<file path="src/include/slt_pkg.sv">
/*
  Sleep timer constants: register offsets, field positions, reset
  values and clock figures.
  Assumes a byte-wide register port with byte addresses.
*/
`default_nettype none
package slt_pkg;

  localparam int          CNT_W          = 24;
  localparam int          ADDR_W         = 8;
  localparam int          DATA_W         = 8;

  // Register byte addresses
  localparam logic [7:0]  ADDR_CNT_LOW   = 8'h95;
  localparam logic [7:0]  ADDR_CNT_MID   = 8'h96;
  localparam logic [7:0]  ADDR_CNT_HIGH  = 8'h97;
  localparam logic [7:0]  ADDR_IRQ_FLAG  = 8'hC0;
  localparam logic [7:0]  ADDR_IRQ_EN    = 8'hC1;
  localparam logic [7:0]  ADDR_PWR_STAT  = 8'hC2;

  // Status and enable layout
  localparam int          BIT_CMP        = 0;
  localparam int          BIT_WRAP       = 1;
  localparam int          IRQ_W          = 2;

  // Reset values
  localparam logic [23:0] RST_CMP        = 24'hFFFFFF;
  localparam logic [23:0] RST_CNT        = 24'h000000;
  localparam logic [1:0]  RST_IRQ        = 2'h0;
  localparam logic [7:0]  RST_RDATA      = 8'h00;

  // Source numbers seen by the interrupt and DMA controllers
  localparam logic [4:0]  IRQ_SRC_NUM    = 5'h05;
  localparam logic [4:0]  DMA_TRIG_NUM   = 5'h09;

  // Power modes
  typedef enum logic [1:0] {
    SLT_PM_ACTIVE = 2'b00,
    SLT_PM_ONE    = 2'b01,
    SLT_PM_TWO    = 2'b10,
    SLT_PM_OTHER  = 2'b11
  } slt_pmode_t;

  // Clock figures
  localparam int          SYS_CLK_HZ     = 20_000_000;
  localparam int          LF_CLK_HZ      = 32_768;
  // Shortest low-frequency half period, in system cycles, rounded down
  localparam int          LF_HALF_CYC    = SYS_CLK_HZ / (2 * LF_CLK_HZ);

endpackage
`default_nettype wire

</file>
<file path="src/include/slt_if.sv">
/*
  Carrier between the sleep timer top and its counter core.
  Assumes both ends run on the system clock.
*/
`timescale 1ns/10ps
`default_nettype none
interface slt_if;
  logic        tick;
  logic        cmp_load;
  logic [23:0] cmp_val;
  logic [23:0] count;
  logic        cmp_hit;
  logic        wrap;

  modport ctrl (output tick, output cmp_load, output cmp_val,
                input count, input cmp_hit, input wrap);
  modport core (input tick, input cmp_load, input cmp_val,
                output count, output cmp_hit, output wrap);
endinterface
`default_nettype wire

</file>
<file path="src/design/slt_counter.sv">
/*
  Sleep counter core: 24-bit free-running count and compare.
  Assumes tick is a one-cycle pulse per low-frequency clock period.
*/
`timescale 1ns/10ps
`default_nettype none
module slt_counter (
  input  wire logic i_clk_sys,
  input  wire logic i_rstn,
  slt_if.core       bus
);

  logic [23:0] count;
  logic [23:0] cmp;
  logic [23:0] next_count;
  logic        cmp_hit;
  logic        wrap;

  // Wraps to zero after all ones; no halt input exists
  assign next_count = count + 24'h000001;

  ////////////////////////////////////////////////////////////////////
  always_ff @(posedge i_clk_sys) begin
    if (!i_rstn) begin
      count <= slt_pkg::RST_CNT;
    end else if (bus.tick) begin
      count <= next_count;
    end
  end

  always_ff @(posedge i_clk_sys) begin
    if (!i_rstn) begin
      cmp <= slt_pkg::RST_CMP;
    end else if (bus.cmp_load) begin
      cmp <= bus.cmp_val;
    end
  end

  // One event per match, not one per system cycle of the match
  always_ff @(posedge i_clk_sys) begin
    if (!i_rstn) begin
      cmp_hit <= 1'b0;
      wrap    <= 1'b0;
    end else begin
      cmp_hit <= bus.tick && (next_count == cmp);
      wrap    <= bus.tick && (count == 24'hFFFFFF);
    end
  end

  assign bus.count   = count;
  assign bus.cmp_hit = cmp_hit;
  assign bus.wrap    = wrap;

endmodule
`default_nettype wire

</file>
<file path="src/design/slt_sleep_timer.sv">
/*
  Sleep timer top: low-frequency clock sampling, byte register port,
  compare staging, interrupt, DMA trigger and wake request.
  Assumes i_clk_lf is a free 32.768 kHz square wave from a pin, much
  slower than i_clk_sys, and a master that never overlaps strobes.

*/
// The placing of the registers and the plain strobed port are this design's own decisions.
`timescale 1ns/10ps
`default_nettype none
module slt_sleep_timer (
  input  wire logic        i_clk_sys,
  input  wire logic        i_rstn,
  input  wire logic        i_clk_lf,
  input  wire logic [7:0]  i_addr,
  input  wire logic [7:0]  i_wdata,
  input  wire logic        i_wr,
  input  wire logic        i_rd,
  output logic      [7:0]  o_rdata,
  input  wire logic [1:0]  i_power_mode,
  output logic             o_wake,
  output logic             o_irq,
  output logic      [4:0]  o_irq_src,
  output logic             o_dma_trig,
  output logic      [4:0]  o_dma_trig_src,
  output logic      [23:0] o_mac_sleep_count,
  output logic             o_mac_sleep_tick
);

  slt_if link ();

  function automatic logic [7:0] pick_byte(input logic [23:0] v,
                                           input logic [1:0]  idx);
    logic [7:0] b;
    b = 8'h00;
    case (idx)
      2'b00:   b = v[7:0];
      2'b01:   b = v[15:8];
      2'b10:   b = v[23:16];
      default: b = 8'h00;
    endcase
    return b;
  endfunction

  ////////////////////////////////////////////////////////////////////
  // LF sync resets high: a level held over reset is not an edge
  logic lf_meta;
  logic lf_sync;
  logic lf_prev;
  logic lf_tick;

  always_ff @(posedge i_clk_sys) begin
    if (!i_rstn) begin
      lf_meta <= 1'b1;
      lf_sync <= 1'b1;
    end else begin
      lf_meta <= i_clk_lf;
      lf_sync <= lf_meta;
    end
  end

  always_ff @(posedge i_clk_sys) begin
    if (!i_rstn) begin
      lf_prev <= 1'b1;
    end else begin
      lf_prev <= lf_sync;
    end
  end

  // Rising edges only; no enable of any kind gates it
  assign lf_tick   = lf_sync && !lf_prev;
  assign link.tick = lf_tick;

  ////////////////////////////////////////////////////////////////////
  // Counter core
  slt_counter u_counter (
    .i_clk_sys (i_clk_sys),
    .i_rstn    (i_rstn),
    .bus       (link.core)
  );

  ////////////////////////////////////////////////////////////////////
  // Address decode
  logic hit_low;
  logic hit_mid;
  logic hit_high;
  logic hit_flag;
  logic hit_en;
  logic hit_pwr;

  assign hit_low  = (i_addr == slt_pkg::ADDR_CNT_LOW);
  assign hit_mid  = (i_addr == slt_pkg::ADDR_CNT_MID);
  assign hit_high = (i_addr == slt_pkg::ADDR_CNT_HIGH);
  assign hit_flag = (i_addr == slt_pkg::ADDR_IRQ_FLAG);
  assign hit_en   = (i_addr == slt_pkg::ADDR_IRQ_EN);
  assign hit_pwr  = (i_addr == slt_pkg::ADDR_PWR_STAT);

  ////////////////////////////////////////////////////////////////////
  // Compare staging: middle and high wait for the low byte
  logic [7:0] stage_mid;
  logic [7:0] stage_high;

  always_ff @(posedge i_clk_sys) begin
    if (!i_rstn) begin
      stage_mid  <= slt_pkg::RST_CMP[15:8];
      stage_high <= slt_pkg::RST_CMP[23:16];
    end else if (i_wr) begin
      if (hit_mid) begin
        stage_mid <= i_wdata;
      end else if (hit_high) begin
        stage_high <= i_wdata;
      end
    end
  end

  // Low-byte write commits all three bytes at once
  assign link.cmp_load = i_wr && hit_low;
  assign link.cmp_val  = {stage_high, stage_mid, i_wdata};

  ////////////////////////////////////////////////////////////////////
  // Count snapshot taken by a low-byte read
  logic [23:0] snap;

  always_ff @(posedge i_clk_sys) begin
    if (!i_rstn) begin
      snap <= slt_pkg::RST_CNT;
    end else if (i_rd && hit_low) begin
      snap <= link.count;
    end
  end

  ////////////////////////////////////////////////////////////////////
  // Interrupt status and enable
  logic [1:0] irq_flag;
  logic [1:0] irq_en;
  logic [1:0] irq_set;
  logic [1:0] next_irq_flag;

  assign irq_set = {link.wrap, link.cmp_hit};

  // A read clears; an event in the same cycle survives it
  always_comb begin
    next_irq_flag = irq_flag;
    if (i_rd && hit_flag) begin
      next_irq_flag = 2'h0;
    end
    next_irq_flag = next_irq_flag | irq_set;
  end

  always_ff @(posedge i_clk_sys) begin
    if (!i_rstn) begin
      irq_flag <= slt_pkg::RST_IRQ;
    end else begin
      irq_flag <= next_irq_flag;
    end
  end

  always_ff @(posedge i_clk_sys) begin
    if (!i_rstn) begin
      irq_en <= slt_pkg::RST_IRQ;
    end else if (i_wr && hit_en) begin
      irq_en <= i_wdata[slt_pkg::IRQ_W-1:0];
    end
  end

  always_ff @(posedge i_clk_sys) begin
    if (!i_rstn) begin
      o_irq <= 1'b0;
    end else begin
      o_irq <= |(next_irq_flag & irq_en);
    end
  end

  assign o_irq_src = slt_pkg::IRQ_SRC_NUM;

  ////////////////////////////////////////////////////////////////////
  // Read data, one cycle after the strobe and only then
  logic [7:0] next_rdata;

  always_comb begin
    next_rdata = 8'h00;
    if (hit_low) begin
      next_rdata = pick_byte(link.count, 2'b00);
    end else if (hit_mid) begin
      next_rdata = pick_byte(snap, 2'b01);
    end else if (hit_high) begin
      next_rdata = pick_byte(snap, 2'b10);
    end else if (hit_flag) begin
      next_rdata = {6'h00, irq_flag};
    end else if (hit_en) begin
      next_rdata = {6'h00, irq_en};
    end else if (hit_pwr) begin
      next_rdata = {6'h00, i_power_mode};
    end
  end

  always_ff @(posedge i_clk_sys) begin
    if (!i_rstn) begin
      o_rdata <= slt_pkg::RST_RDATA;
    end else if (i_rd) begin
      o_rdata <= next_rdata;
    end else begin
      o_rdata <= slt_pkg::RST_RDATA;
    end
  end

  ////////////////////////////////////////////////////////////////////
  // Wake request and DMA trigger
  logic low_power;

  assign low_power = (i_power_mode == slt_pkg::SLT_PM_ONE) ||
                     (i_power_mode == slt_pkg::SLT_PM_TWO);

  always_ff @(posedge i_clk_sys) begin
    if (!i_rstn) begin
      o_wake <= 1'b0;
    end else begin
      o_wake <= link.cmp_hit && low_power;
    end
  end

  always_ff @(posedge i_clk_sys) begin
    if (!i_rstn) begin
      o_dma_trig <= 1'b0;
    end else begin
      o_dma_trig <= link.cmp_hit;
    end
  end

  assign o_dma_trig_src = slt_pkg::DMA_TRIG_NUM;

  ////////////////////////////////////////////////////////////////////
  // MAC timer view of the count
  always_ff @(posedge i_clk_sys) begin
    if (!i_rstn) begin
      o_mac_sleep_count <= slt_pkg::RST_CNT;
      o_mac_sleep_tick  <= 1'b0;
    end else begin
      o_mac_sleep_count <= link.count;
      o_mac_sleep_tick  <= lf_tick;
    end
  end

  // Compare reset value and count wrap live in the core, so the
  // MAC view and register reads always share one counter

endmodule
`default_nettype wire

</file>
<file path="config.mk">
export PLATFORM = sky130hd
export DESIGN_NAME = slt_sleep_timer
export DESIGN_NICKNAME = d
export VERILOG_FILES = /design/src/include/slt_pkg.sv /design/src/include/slt_if.sv /design/src/design/slt_counter.sv /design/src/design/slt_sleep_timer.sv
export SDC_FILE = /design/constraint.sdc
export NUM_CORES = 1
export LEC_CHECK = 0
export BUFFER_PORTS_ARGS = -buffer_cell sky130_fd_sc_hd__buf_2
export CORE_AREA = 10 10 128 130
export CTS_BUF_LIST = sky130_fd_sc_hd__clkbuf_16
export CTS_CLUSTER_DIAMETER = 150
export DETAILED_ROUTE_END_ITERATION = 10
export DIE_AREA = 0 0 138 140
export GPL_ROUTABILITY_DRIVEN = 0
export PLACE_DENSITY = 0.58
export RECOVER_POWER = 50
export SYNTH_ARGS = -nofsm -noshare
export SYNTH_HDL_FRONTEND = slang
export SYNTH_SLANG_ARGS = --single-unit
</file>
<file path="constraint.sdc">
create_clock -name i_clk_sys -period 3.3 [get_ports i_clk_sys]
set_input_delay 0.165 -clock i_clk_sys [delete_from_list [all_inputs] [get_ports i_clk_sys]]
set_output_delay 0.165 -clock i_clk_sys [all_outputs]
set_load 0.005 [all_outputs]
</file>
==> results of run 1 <==
metal layers:
metal / up-vias / part of all wire / track usage / wire length, um
met1: 2154 / 0.49 / 0.194 / 7000
met4: 0 / 0.0070 / 0.0522 / 101
met5: - / 0 / 0 / 0
met3: 13 / 0.052 / 0.0429 / 743
li1: 2246 / - / - / -
met2: 132 / 0.45 / 0.219 / 6490
cell usage in the layout (no fill, tap or decap), types with 3 or more instances in the layout:
cell	count
sky130_fd_sc_hd__o21ai_0	13
sky130_fd_sc_hd__nor2b_1	9
sky130_fd_sc_hd__and2_0	15
sky130_fd_sc_hd__nor3_1	8
sky130_fd_sc_hd__nor2_1	22
sky130_fd_sc_hd__and3_1	3
sky130_fd_sc_hd__nand4_1	15
sky130_fd_sc_hd__clkbuf_1	33
sky130_fd_sc_hd__xnor2_1	39
sky130_fd_sc_hd__buf_4	6
sky130_fd_sc_hd__buf_2	28
sky130_fd_sc_hd__dfxtp_1	125
sky130_fd_sc_hd__a21boi_0	23
sky130_fd_sc_hd__clkinv_1	5
sky130_fd_sc_hd__dlygate4sd3_1	7
sky130_fd_sc_hd__nand2_1	145
sky130_fd_sc_hd__bufinv_16	3
sky130_fd_sc_hd__and2_1	28
sky130_fd_sc_hd__inv_1	4
sky130_fd_sc_hd__conb_1	10
sky130_fd_sc_hd__or3_1	7
sky130_fd_sc_hd__nand3_1	59
sky130_fd_sc_hd__a21oi_1	13
sky130_fd_sc_hd__clkbuf_16	17
sky130_fd_sc_hd__nand2b_1	8
sky130_fd_sc_hd__xor2_1	11
sky130_fd_sc_hd__and4_1	3
sky130_fd_sc_hd__nor4_1	10
sky130_fd_sc_hd__mux2i_1	5
how the worst min path moves through the flow:
stage                     to  slack (ps)  cells after the start        from
6_report        stage_mid[1]          50                      3  i_wdata[1]
5_1_grt        stage_high[1]          40                      3  i_wdata[1]
4_1_cts           o_rdata[1]          40                      3        i_rd
3_5_place_dp         lf_meta         350                      2    i_clk_lf
3_3_place_gp         lf_meta         350                      2    i_clk_lf
2_1_floorplan        lf_meta         270                      1    i_clk_lf
worst max-delay path: stages, from the launching register on:
cell and delay (ps):
sky130_fd_sc_hd__dfxtp_1 340, sky130_fd_sc_hd__nor2b_1 130, sky130_fd_sc_hd__clkbuf_1 500, sky130_fd_sc_hd__and2_0 290
sky130_fd_sc_hd__nand2_1 80, sky130_fd_sc_hd__a2111oi_0 580, sky130_fd_sc_hd__nand4_1 170, sky130_fd_sc_hd__or4_4 560
sky130_fd_sc_hd__nor4_2 270
power breakdown:
group | internal (mW) | total, mW | switching, mW
Clock | 1.15 | 1.77 | 0.620
Combinational | 0.0325 | 0.0843 | 0.0518
Sequential | 1.52 | 1.52 | 0.00343
Total | 2.70 | 3.38 | 0.676
timing repair:
action	CTS	global route
hold endpoints to repair	15	0
endpoints found under the setup margin	0	0
hold buffers	7	0
gates resized for setup	0	0
state kept, by name (all words and copies together), names as in the netlist:
name                   flops
lf_meta                    1
o_wake                     1
u_counter.bus.wrap         1
stage_mid                  8
irq_flag                   2
lf_prev                    1
irq_en                     2
stage_high                 8
u_counter.bus.cmp_hit      1
u_counter.bus.count       24
o_rdata                    8
o_irq                      1
u_counter.cmp             24
o_mac_sleep_tick           1
snap                      16
o_mac_sleep_count         24
lf_sync                    1
o_dma_trig                 1
layout make-up:
type,instances,share of cell area
Sequential cell,125,0.393
Inverter,2,0.00118
Timing Repair Buffer,74,0.0595
Clock buffer,17,0.0668
Tap cell,180,0.0354
Clock inverter,13,0.0210
Multi-Input combinational cell,476,0.423
stage by stage:
step                      total power [mW]  setup WS (ps)
after floorplan                       1.60            899
after global placement                1.63            617
after detailed placement              1.63            453
after CTS                             3.41            391
after global routing                  3.48            137
final                                 3.38            276
cells in the mapped netlist (3+ instances only):
cell type                    n
sky130_fd_sc_hd__and3_1      3
sky130_fd_sc_hd__nor2_1     22
sky130_fd_sc_hd__buf_4      12
sky130_fd_sc_hd__xor2_1     11
sky130_fd_sc_hd__o21ai_0    13
sky130_fd_sc_hd__and4_1      3
sky130_fd_sc_hd__nand2b_1    8
sky130_fd_sc_hd__xnor2_1    39
sky130_fd_sc_hd__nor4_1     10
sky130_fd_sc_hd__mux2i_1     5
sky130_fd_sc_hd__buf_2       4
sky130_fd_sc_hd__a21oi_1    13
sky130_fd_sc_hd__or3_1       7
sky130_fd_sc_hd__nand3_1    59
sky130_fd_sc_hd__a21boi_0   23
sky130_fd_sc_hd__and2_1     43
sky130_fd_sc_hd__nor3_1      8
sky130_fd_sc_hd__dfxtp_1   125
sky130_fd_sc_hd__clkbuf_1   32
sky130_fd_sc_hd__nand2_1   145
sky130_fd_sc_hd__nor2b_1     9
sky130_fd_sc_hd__nand4_1    15
kinds of logic after synthesis:
| group | Yosys count | share of synthesized area |
|---|---|---|
| simple gates | 343 | 0.314 |
| flops | 125 | 0.461 |
| compound gates | 65 | 0.0797 |
| buf+inv | 53 | 0.0484 |
| xor+xnor | 50 | 0.0806 |
| mux | 7 | 0.0134 |
| other cells | 2 | 0.00138 |
| fa+ha+maj | 1 | 0.00230 |
==> results.txt, run 1 <==
----------------------------------------------------
[Routing]
  Number of remaining DRC errors ... 0
  Final ANT Viol Nets ... 0
  1st-iter DRT viols ... 277
  DR WL/cell ... 16.2 um
  Final wirelength ... 14300 um
  Vias per std cell ... 5.12
  Total number of vias ... 4545
  Number of detailed-routing iterations run before antenna repair ... 5

[STA]
  Setup violation total in the final timing report ... 0
  Post-route clock period utilization ... 0.916
  Hold slack ... 47.2 ps
  Max_slew headroom ... 0.410
  Period minus WS final ... 3020 ps
  Worst-Margin Slew ... 886 ps
  Achievable Freq ... 0.331 GHz
  Setup repair after global routing missed its margin ... no
  Hold Violations, Final ... 0
  TNS Setup ... 0 ps
  Worst Clk Skew ... 6.27 ps
  Final max-slew violation count ... 0

[Floorplan]
  Starting density of the core ... 0.394
  Die X-Extent ... 138 um
  Standard cell core area ... 13800 um2
  Number of rows in the core area ... 43
  DIE AREA ... 19300 um2
  Top-Level Pins ... 69
  Overall die height ... 140 um

[Finish]
  Fill cells ... 1400
  Area added between synthesis and finish ... 17.3%
  Fraction of final layout cells sized beyond drive strength 1 ... 0.0962
  Multi-input combinational cell area ... 2700 um2
  Post-route cell area ... 6370 um2
  Total inserted antenna cells ... 0
  Sequential cell area ... 2500 um2
  Net count, final ... 720
  Post-layout util ... 0.462
  Final instance count without filler cells ... 887

[Global route]
  Vias in the first global route ... 4437
  Largest net degree at the start of global routing ... 65
  First-pass GRT wire length ... 23200 um
  Initial antenna violation count ... 0
  Overflow left after global routing ... 0
  Gr usage total ... 0.146

[Clock tree]
  Clock tree buffer depth ... 2
  TritonCTS clock tree ... built
  Level count of the clock H-tree ... 4
  Number of post-CTS setup repair buffers ... 0
  Root buf cell ... sky130_fd_sc_hd__clkbuf_16
  CTS Buf Count ... 17
  Clock-pin transition on the worst setup and hold timing paths ... 50 ps
  Worst-Skew Late Latency ... 410 ps
  Number of sinks on the clock net ... 125

[Synth]
  Number of synthesized register bits ... 125
  Instance count of the mapped netlist ... 646
  Share of flip-flops with an asynchronous set or reset after synthesis ... 0
  Portion of the post-synthesis area used by sequential elements ... 0.461
  Mapped Avg Cell Area ... 8.41 um2
  Top cell type by total area after synthesis ... sky130_fd_sc_hd__dfxtp_1
  Post-synth EDFFs ... 0
  Ranking of synthesized cells by area ... sky130_fd_sc_hd__dfxtp_1, sky130_fd_sc_hd__nand2_1, sky130_fd_sc_hd__xnor2_1
  Cell Area, Synth ... 5430 um2
  Post-synth cell types ... 49
  Dominant synthesized flop cell ... sky130_fd_sc_hd__dfxtp_1
  Proportion of netlist area held by the largest area contributor ... 0.461
  Synthesis warning total ... 0

[Worst setup path]
  Worst setup path endpoint ... u_counter.bus.cmp_hit
  Kind of end point of the critical path ... flip-flop
  Largest driver fanout on the critical path ... 13
  Path depth of the worst reg2reg path ... 8
  Critical path launch point type ... flip-flop
  Worst setup startpoint ... lf_sync
  Reg-to-reg endpoint ... u_counter.bus.cmp_hit
  Endpoint required time on the critical path ... 3620 ps
  Critical path start-end classification ... flip-flop to flip-flop
  Beginning of the worst register-to-register path ... lf_sync
  Register-to-Register Setup Slack ... 280 ps
  Arrival time at the worst endpoint ... 3340 ps

[Run status]
  Status ... finished, final reports clean

[Flow run]
  Maxcap violations ... 0

[Min path]
  HP Class ... primary input to flip-flop

[Placed design]
  Total placed cells including tap cells ... 850
  Post-place instance area ... 5790 um2
  Number of input and output port buffers inserted ... 58
  Half-perimeter wire length after placement ... 10200 um

[Power]
  Cell area power density ... 530 nW/um2
  Largest vdd supply drop ... 308 uV
  Leakage ... 2.46 nW

----------------------------------------------------
(Power assumes the default switching activity.)
==> run 2: changes to the inputs <==
--- a/config.mk
+++ b/config.mk
@@ -6,13 +6,13 @@
 export NUM_CORES = 1
 export LEC_CHECK = 0
 export BUFFER_PORTS_ARGS = -buffer_cell sky130_fd_sc_hd__buf_2
-export CORE_AREA = 10 10 128 130
+export CORE_AREA = 4 4 102 104
 export CTS_BUF_LIST = sky130_fd_sc_hd__clkbuf_16
 export CTS_CLUSTER_DIAMETER = 150
 export DETAILED_ROUTE_END_ITERATION = 10
-export DIE_AREA = 0 0 138 140
+export DIE_AREA = 0 0 106 108
 export GPL_ROUTABILITY_DRIVEN = 0
-export PLACE_DENSITY = 0.58
+export PLACE_DENSITY = 0.79
 export RECOVER_POWER = 50
 export SYNTH_ARGS = -nofsm -noshare
 export SYNTH_HDL_FRONTEND = slang
==> run 2 against run 1 <==
  * The flow now finishes with violations (max-capacitance violations, max-slew violations)
  * Combinational power fell by 3.0%
  * Sequential power about the same
  * Non-clock buffer count shrank 4
==> results.txt, run 2 (synthesis gave the netlist of run 1 again) <==
----------------------------------------------------
[Routing]
  Number of remaining DRC errors ... 0
  DR WL/cell ... 15.4 um
  Final wirelength ... 12900 um
  Final ANT Viol Nets ... 0
  Number of detailed-routing iterations run before antenna repair ... 6
  Total number of vias ... 4656
  Vias per std cell ... 5.56
  1st-iter DRT viols ... 453

[Flow run]
  Maxcap violations ... 1

[Floorplan]
  Starting density of the core ... 0.569
  Standard cell core area ... 9550 um2
  Overall die height ... 108 um
  Die X-Extent ... 106 um
  DIE AREA ... 11400 um2
  Top-Level Pins ... 69
  Number of rows in the core area ... 36

[Global route]
  Overflow left after global routing ... 0
  Gr usage total ... 0.230
  Vias in the first global route ... 4180
  Largest net degree at the start of global routing ... 114
  First-pass GRT wire length ... 20900 um
  Initial antenna violation count ... 0

[STA]
  Post-route clock period utilization ... 0.880
  Hold slack ... 37.6 ps
  Setup violation total in the final timing report ... 0
  Final max-slew violation count ... 114
  Worst-Margin Slew ... 1820 ps
  Period minus WS final ... 2900 ps
  TNS Setup ... 0 ps
  Achievable Freq ... 0.345 GHz
  Worst Setup Slack, final ... 397 ps
  Worst Clk Skew ... 5.12 ps
  Setup repair after global routing missed its margin ... no
  Hold Violations, Final ... 0
  Max_slew headroom ... -0.213

[Power]
  Leakage ... 2.55 nW
  Largest vdd supply drop ... 332 uV
  Cell area power density ... 567 nW/um2

[Clock tree]
  Post-cts resize count ... 0
  Clock-pin transition on the worst setup and hold timing paths ... 60 ps
  TritonCTS clock tree ... built
  Worst-Skew Late Latency ... 410 ps
  Hold-fix buffer count after cts ... 6
  Number of post-CTS setup repair buffers ... 0
  Number of sinks on the clock net ... 125
  CTS Buf Count ... 17
  Root buf cell ... sky130_fd_sc_hd__clkbuf_16
  Level count of the clock H-tree ... 4
  Clock tree buffer depth ... 2

[Placed design]
  Number of input and output port buffers inserted ... 58
  Half-perimeter wire length after placement ... 8760 um
  Total placed cells including tap cells ... 800
  Setup Slack @ Placement ... 486 ps

[Finish]
  Leading cell type in the layout, fill and taps excluded ... sky130_fd_sc_hd__nand2_1
  Total inserted antenna cells ... 0
  Commonest cells after routing, fill and taps aside ... sky130_fd_sc_hd__nand2_1, sky130_fd_sc_hd__dfxtp_1, sky130_fd_sc_hd__nand3_1
  Post-layout util ... 0.669
  Net count, final ... 716
  Area added between synthesis and finish ... 17.7%
  Largest registers ranked by flip-flop count ... o_mac_sleep_count: 24 flops, u_counter.bus.count: 24 flops, u_counter.cmp: 24 flops
  Final instance count without filler cells ... 838
  Fraction of final layout cells sized beyond drive strength 1 ... 0.130

[Worst setup path]
  Endpoint required time on the critical path ... 3610 ps
  Critical path start-end classification ... flip-flop to flip-flop
  Path depth of the worst reg2reg path ... 8
  Arrival time at the worst endpoint ... 3220 ps
  Register-to-Register Setup Slack ... 400 ps
  Critical path launch point type ... flip-flop
  Kind of end point of the critical path ... flip-flop
  Largest driver fanout on the critical path ... 7

[Min path]
  HP Class ... primary input to flip-flop
  Worst hold path depth ... 3

[Run status]
  Status ... complete, but fails checks
  Violations in the final reports ... max-capacitance violations, max-slew violations

----------------------------------------------------
==> run 2: cell types whose count changed in the layout (fill, tap and decap cells not counted), moves of 4 or more <==
cell	change
sky130_fd_sc_hd__buf_2	+15
sky130_fd_sc_hd__clkbuf_1	-18
sky130_fd_sc_hd__clkinv_1	-5
sky130_fd_sc_hd__and2_1	+4
sky130_fd_sc_hd__and2_0	-4
==> run 2: where the power goes <==
part | total, mW | internal [mW] | switching (mW)
Sequential | 1.52 | 1.51 | 0.00323
Combinational | 0.0818 | 0.0321 | 0.0498
Clock | 2.03 | 1.34 | 0.688
==> run 2: worst paths after layout <==
kind                                             start                    end
worst min register to register                 lf_meta                lf_sync
worst max register to register  u_counter.bus.count[0]  u_counter.bus.cmp_hit
worst max-delay path            u_counter.bus.count[0]  u_counter.bus.cmp_hit
worst min-delay path                        i_wdata[7]       u_counter.cmp[7]
==> run 2: critical path: stages (launching register included) <==
cell	delay (ps)
sky130_fd_sc_hd__dfxtp_1	470
sky130_fd_sc_hd__ha_1	300
sky130_fd_sc_hd__nand4_1	240
sky130_fd_sc_hd__nor3_1	510
sky130_fd_sc_hd__nand3_1	170
sky130_fd_sc_hd__xnor2_1	170
sky130_fd_sc_hd__nand4_1	110
sky130_fd_sc_hd__or4_4	570
sky130_fd_sc_hd__nor4_2	270
==> run 2: cell type report <==
| type | instances | area (um2) |
|---|---|---|
| fill | 763 | 3160 |
| inverter | 2 | 7.51 |
| clock buffer | 17 | 425 |
| sequential | 125 | 2500 |
| tap | 133 | 166 |
| multi-input combinational | 476 | 2700 |
| timing repair buffer | 70 | 374 |
| clock inverter | 15 | 219 |
==> run 2: layer usage <==
| metal | vias to the layer above | routed length (um) | part of all wire | track usage |
|---|---|---|---|---|
| met4 | 0 | 412 | 0.032 | 0.113 |
| met1 | 2152 | 5520 | 0.43 | 0.300 |
| met2 | 221 | 6030 | 0.47 | 0.362 |
| li1 | 2240 | - | - | - |
| met3 | 43 | 941 | 0.073 | 0.0537 |
| met5 | - | 0 | 0 | 0 |
==> run 2: metrics by stage <==
stage	power [mW]	area [um2]
after CTS	3.65	6410
after global placement	1.62	5710
after global routing	3.72	6390
final	3.63	6390
after detailed placement	1.62	5710
after floorplan	1.60	5460
==> run 3: changes to the inputs <==
--- a/config.mk
+++ b/config.mk
@@ -6,11 +6,11 @@
 export NUM_CORES = 1
 export LEC_CHECK = 0
 export BUFFER_PORTS_ARGS = -buffer_cell sky130_fd_sc_hd__buf_2
-export CORE_AREA = 4 4 102 104
+export CORE_AREA = 4 4 87 122
 export CTS_BUF_LIST = sky130_fd_sc_hd__clkbuf_16
 export CTS_CLUSTER_DIAMETER = 150
 export DETAILED_ROUTE_END_ITERATION = 10
-export DIE_AREA = 0 0 106 108
+export DIE_AREA = 0 0 91 126
 export GPL_ROUTABILITY_DRIVEN = 0
 export PLACE_DENSITY = 0.79
 export RECOVER_POWER = 50
==> run 3 against run 2 <==
  * The run still ends with max-capacitance violations, max-slew violations left
  * Wire length rose by 1.3%
  * Worst setup slack got worse by 51 ps
  * Final cell count fell by 2.5%
  * Hold slack got worse by 7.7 ps
  * Flip-flop and latch count did not move
  * Largest power group unchanged
==> results.txt, run 3 (synthesis gave the netlist of run 1 again) <==
----------------------------------------------------
[Routing]
  Topmost layer with routed signal wires ... met4
  Vias per std cell ... 5.75
  Final ANT Viol Nets ... 0
  Number of remaining DRC errors ... 0
  DR WL/cell ... 16.0 um
  Routed length on met2 ... 6520 um
  Number of detailed-routing iterations run before antenna repair ... 7
  Routed wire length on met3 ... 829 um
  Final wirelength ... 13100 um
  Total number of vias ... 4694
  Post-route met1 wirelength ... 5090 um
  1st-iter DRT viols ... 477

[Power]
  Proportion of power drawn by the clock network ... 0.537
  Net switching fraction of the power ... 0.210
  Portion of total power attributed to sequential cells ... 0.439
  Cell area power density ... 545 nW/um2
  Leakage ... 2.56 nW
  Total chip power ... 3.45 mW
  Reported net switching power ... 725 uW
  Internal power component ... 2.73 mW
  Combinational share of power ... 0.024
  Largest vdd supply drop ... 417 uV

[Finish]
  Area added between synthesis and finish ... 16.7%
  Largest registers ranked by flip-flop count ... o_mac_sleep_count: 24 flops, u_counter.bus.count: 24 flops, u_counter.cmp: 24 flops
  Fill cells ... 776
  Multi-input combinational cell area ... 2700 um2
  Fraction of final layout cells sized beyond drive strength 1 ... 0.136
  Total inserted antenna cells ... 0
  Final instance count without filler cells ... 817
  Commonest cells after routing, fill and taps aside ... sky130_fd_sc_hd__nand2_1, sky130_fd_sc_hd__dfxtp_1, sky130_fd_sc_hd__nand3_1
  Leading cell type in the layout, fill and taps excluded ... sky130_fd_sc_hd__nand2_1
  Net count, final ... 718
  Sequential cell area ... 2500 um2

[Worst setup path]
  Kind of end point of the critical path ... flip-flop
  Path depth of the worst reg2reg path ... 8
  Critical path start-end classification ... flip-flop to flip-flop
  Reg-to-reg endpoint ... u_counter.bus.cmp_hit
  Arrival time at the worst endpoint ... 3290 ps
  Beginning of the worst register-to-register path ... lf_sync
  Largest driver fanout on the critical path ... 13
  Endpoint required time on the critical path ... 3630 ps
  Critical path launch point type ... flip-flop
  Register-to-Register Setup Slack ... 350 ps

[STA]
  Setup violation total in the final timing report ... 0
  Final max-slew violation count ... 114
  Setup repair after global routing missed its margin ... no
  TNS Setup ... 0 ps
  Post-route clock period utilization ... 0.895
  Period minus WS final ... 2950 ps
  Worst Clk Skew ... 7.80 ps
  Worst-Margin Slew ... 1850 ps
  Max_slew headroom ... -0.236
  Hold slack ... 29.9 ps
  Worst Setup Slack, final ... 347 ps
  Hold Violations, Final ... 0
  Achievable Freq ... 0.339 GHz

[Clock tree]
  Clock-pin transition on the worst setup and hold timing paths ... 50 ps
  Hold-fix buffer count after cts ... 7
  Root buf cell ... sky130_fd_sc_hd__clkbuf_16
  Post-cts resize count ... 0
  Worst-Skew Late Latency ... 420 ps
  CTS Buf Count ... 17
  Number of sinks on the clock net ... 125
  Level count of the clock H-tree ... 4
  Clock tree buffer depth ... 2
  Number of post-CTS setup repair buffers ... 0
  TritonCTS clock tree ... built

[Min path]
  Worst hold path depth ... 3
  End point of the worst hold path ... stage_mid[0]
  HP Class ... primary input to flip-flop
  Hold path start ... i_wdata[0]

[Global route]
  Gr usage total ... 0.233
  Initial antenna violation count ... 0
  Largest net degree at the start of global routing ... 114
  Overflow left after global routing ... 0
  First-pass GRT wire length ... 21500 um
  Vias in the first global route ... 4468

[Run status]
  Status ... complete, but fails checks
  Violations in the final reports ... max-capacitance violations, max-slew violations

[Floorplan]
  Standard cell core area ... 9460 um2
  DIE AREA ... 11500 um2
  Starting density of the core ... 0.574
  Overall die height ... 126 um
  Number of rows in the core area ... 42
  Die X-Extent ... 91 um
  Top-Level Pins ... 69

[Placed design]
  Setup Slack @ Placement ... 503 ps
  Number of input and output port buffers inserted ... 58
  Half-perimeter wire length after placement ... 9040 um
  Total placed cells including tap cells ... 778

[Flow run]
  Maxcap violations ... 1

----------------------------------------------------
-- run 3: cell count changes in the layout (fill, tap and decap cells not counted), sizes merged --
cell / before / now
clkinv: 5 / 6
dlygate4sd3: 6 / 7
inv: 4 / 5
buf: 48 / 57
clkbuf: 33 / 25
bufinv: 5 / 3
-- run 3: through the flow --
stage | area [um2] | utilization
after floorplan | 5460 | -
after global placement | 5690 | 0.601
after detailed placement | 5690 | 0.601
after CTS | 6350 | 0.672
after global routing | 6340 | 0.670
final | 6340 | 0.670
-- run 3: power by group through the flow --
| stage | clock [mW] | combinational (mW) | sequential (mW) |
|---|---|---|---|
| detailed placement | 0 | 0.0750 | 1.55 |
| floorplan | 0 | 0.0536 | 1.55 |
| CTS | 1.87 | 0.0818 | 1.52 |
| global placement | 0 | 0.0739 | 1.55 |
| global route | 1.95 | 0.0919 | 1.52 |
| finish | 1.85 | 0.0832 | 1.52 |
-- run 3: cell type report --
type | count | area share
well taps | 110 | 0.0217
multi-input cells | 476 | 0.425
flip-flops and latches | 125 | 0.395
clock inverters | 15 | 0.0272
inverters | 2 | 0.00118
repair buffers | 72 | 0.0626
clock buffers | 17 | 0.0671
-- run 3: how the worst max path moves through the flow --
stage / startpoint / end / slack, ps / cells past startpoint
final: lf_sync / u_counter.bus.cmp_hit / 350 / 8
after global routing: lf_sync / u_counter.bus.cmp_hit / 220 / 8
after CTS: u_counter.bus.count[0] / u_counter.bus.cmp_hit / 480 / 8
after detailed placement: u_counter.bus.count[0] / u_counter.bus.cmp_hit / 500 / 8
after global placement: u_counter.bus.count[0] / u_counter.bus.cmp_hit / 610 / 8
after floorplan: u_counter.bus.count[0] / u_counter.bus.cmp_hit / 900 / 8
-- run 3: worst max-delay path, cell delays in order, from the launching register on --
cell and delay, ps:
sky130_fd_sc_hd__dfxtp_1 340, sky130_fd_sc_hd__nor2b_1 130, sky130_fd_sc_hd__clkbuf_1 540, sky130_fd_sc_hd__and2_1 270
sky130_fd_sc_hd__nand2_1 80, sky130_fd_sc_hd__a2111oi_0 550, sky130_fd_sc_hd__nand4_1 160, sky130_fd_sc_hd__or4_4 560
sky130_fd_sc_hd__nor4_2 230
-- run 3: routing by layer --
| layer | track usage | vias to the layer above |
|---|---|---|
| li1 | - | 2254 |
| met1 | 0.263 | 2179 |
| met2 | 0.395 | 208 |
| met3 | 0.0507 | 53 |
| met4 | 0.146 | 0 |
| met5 | 0 | - |
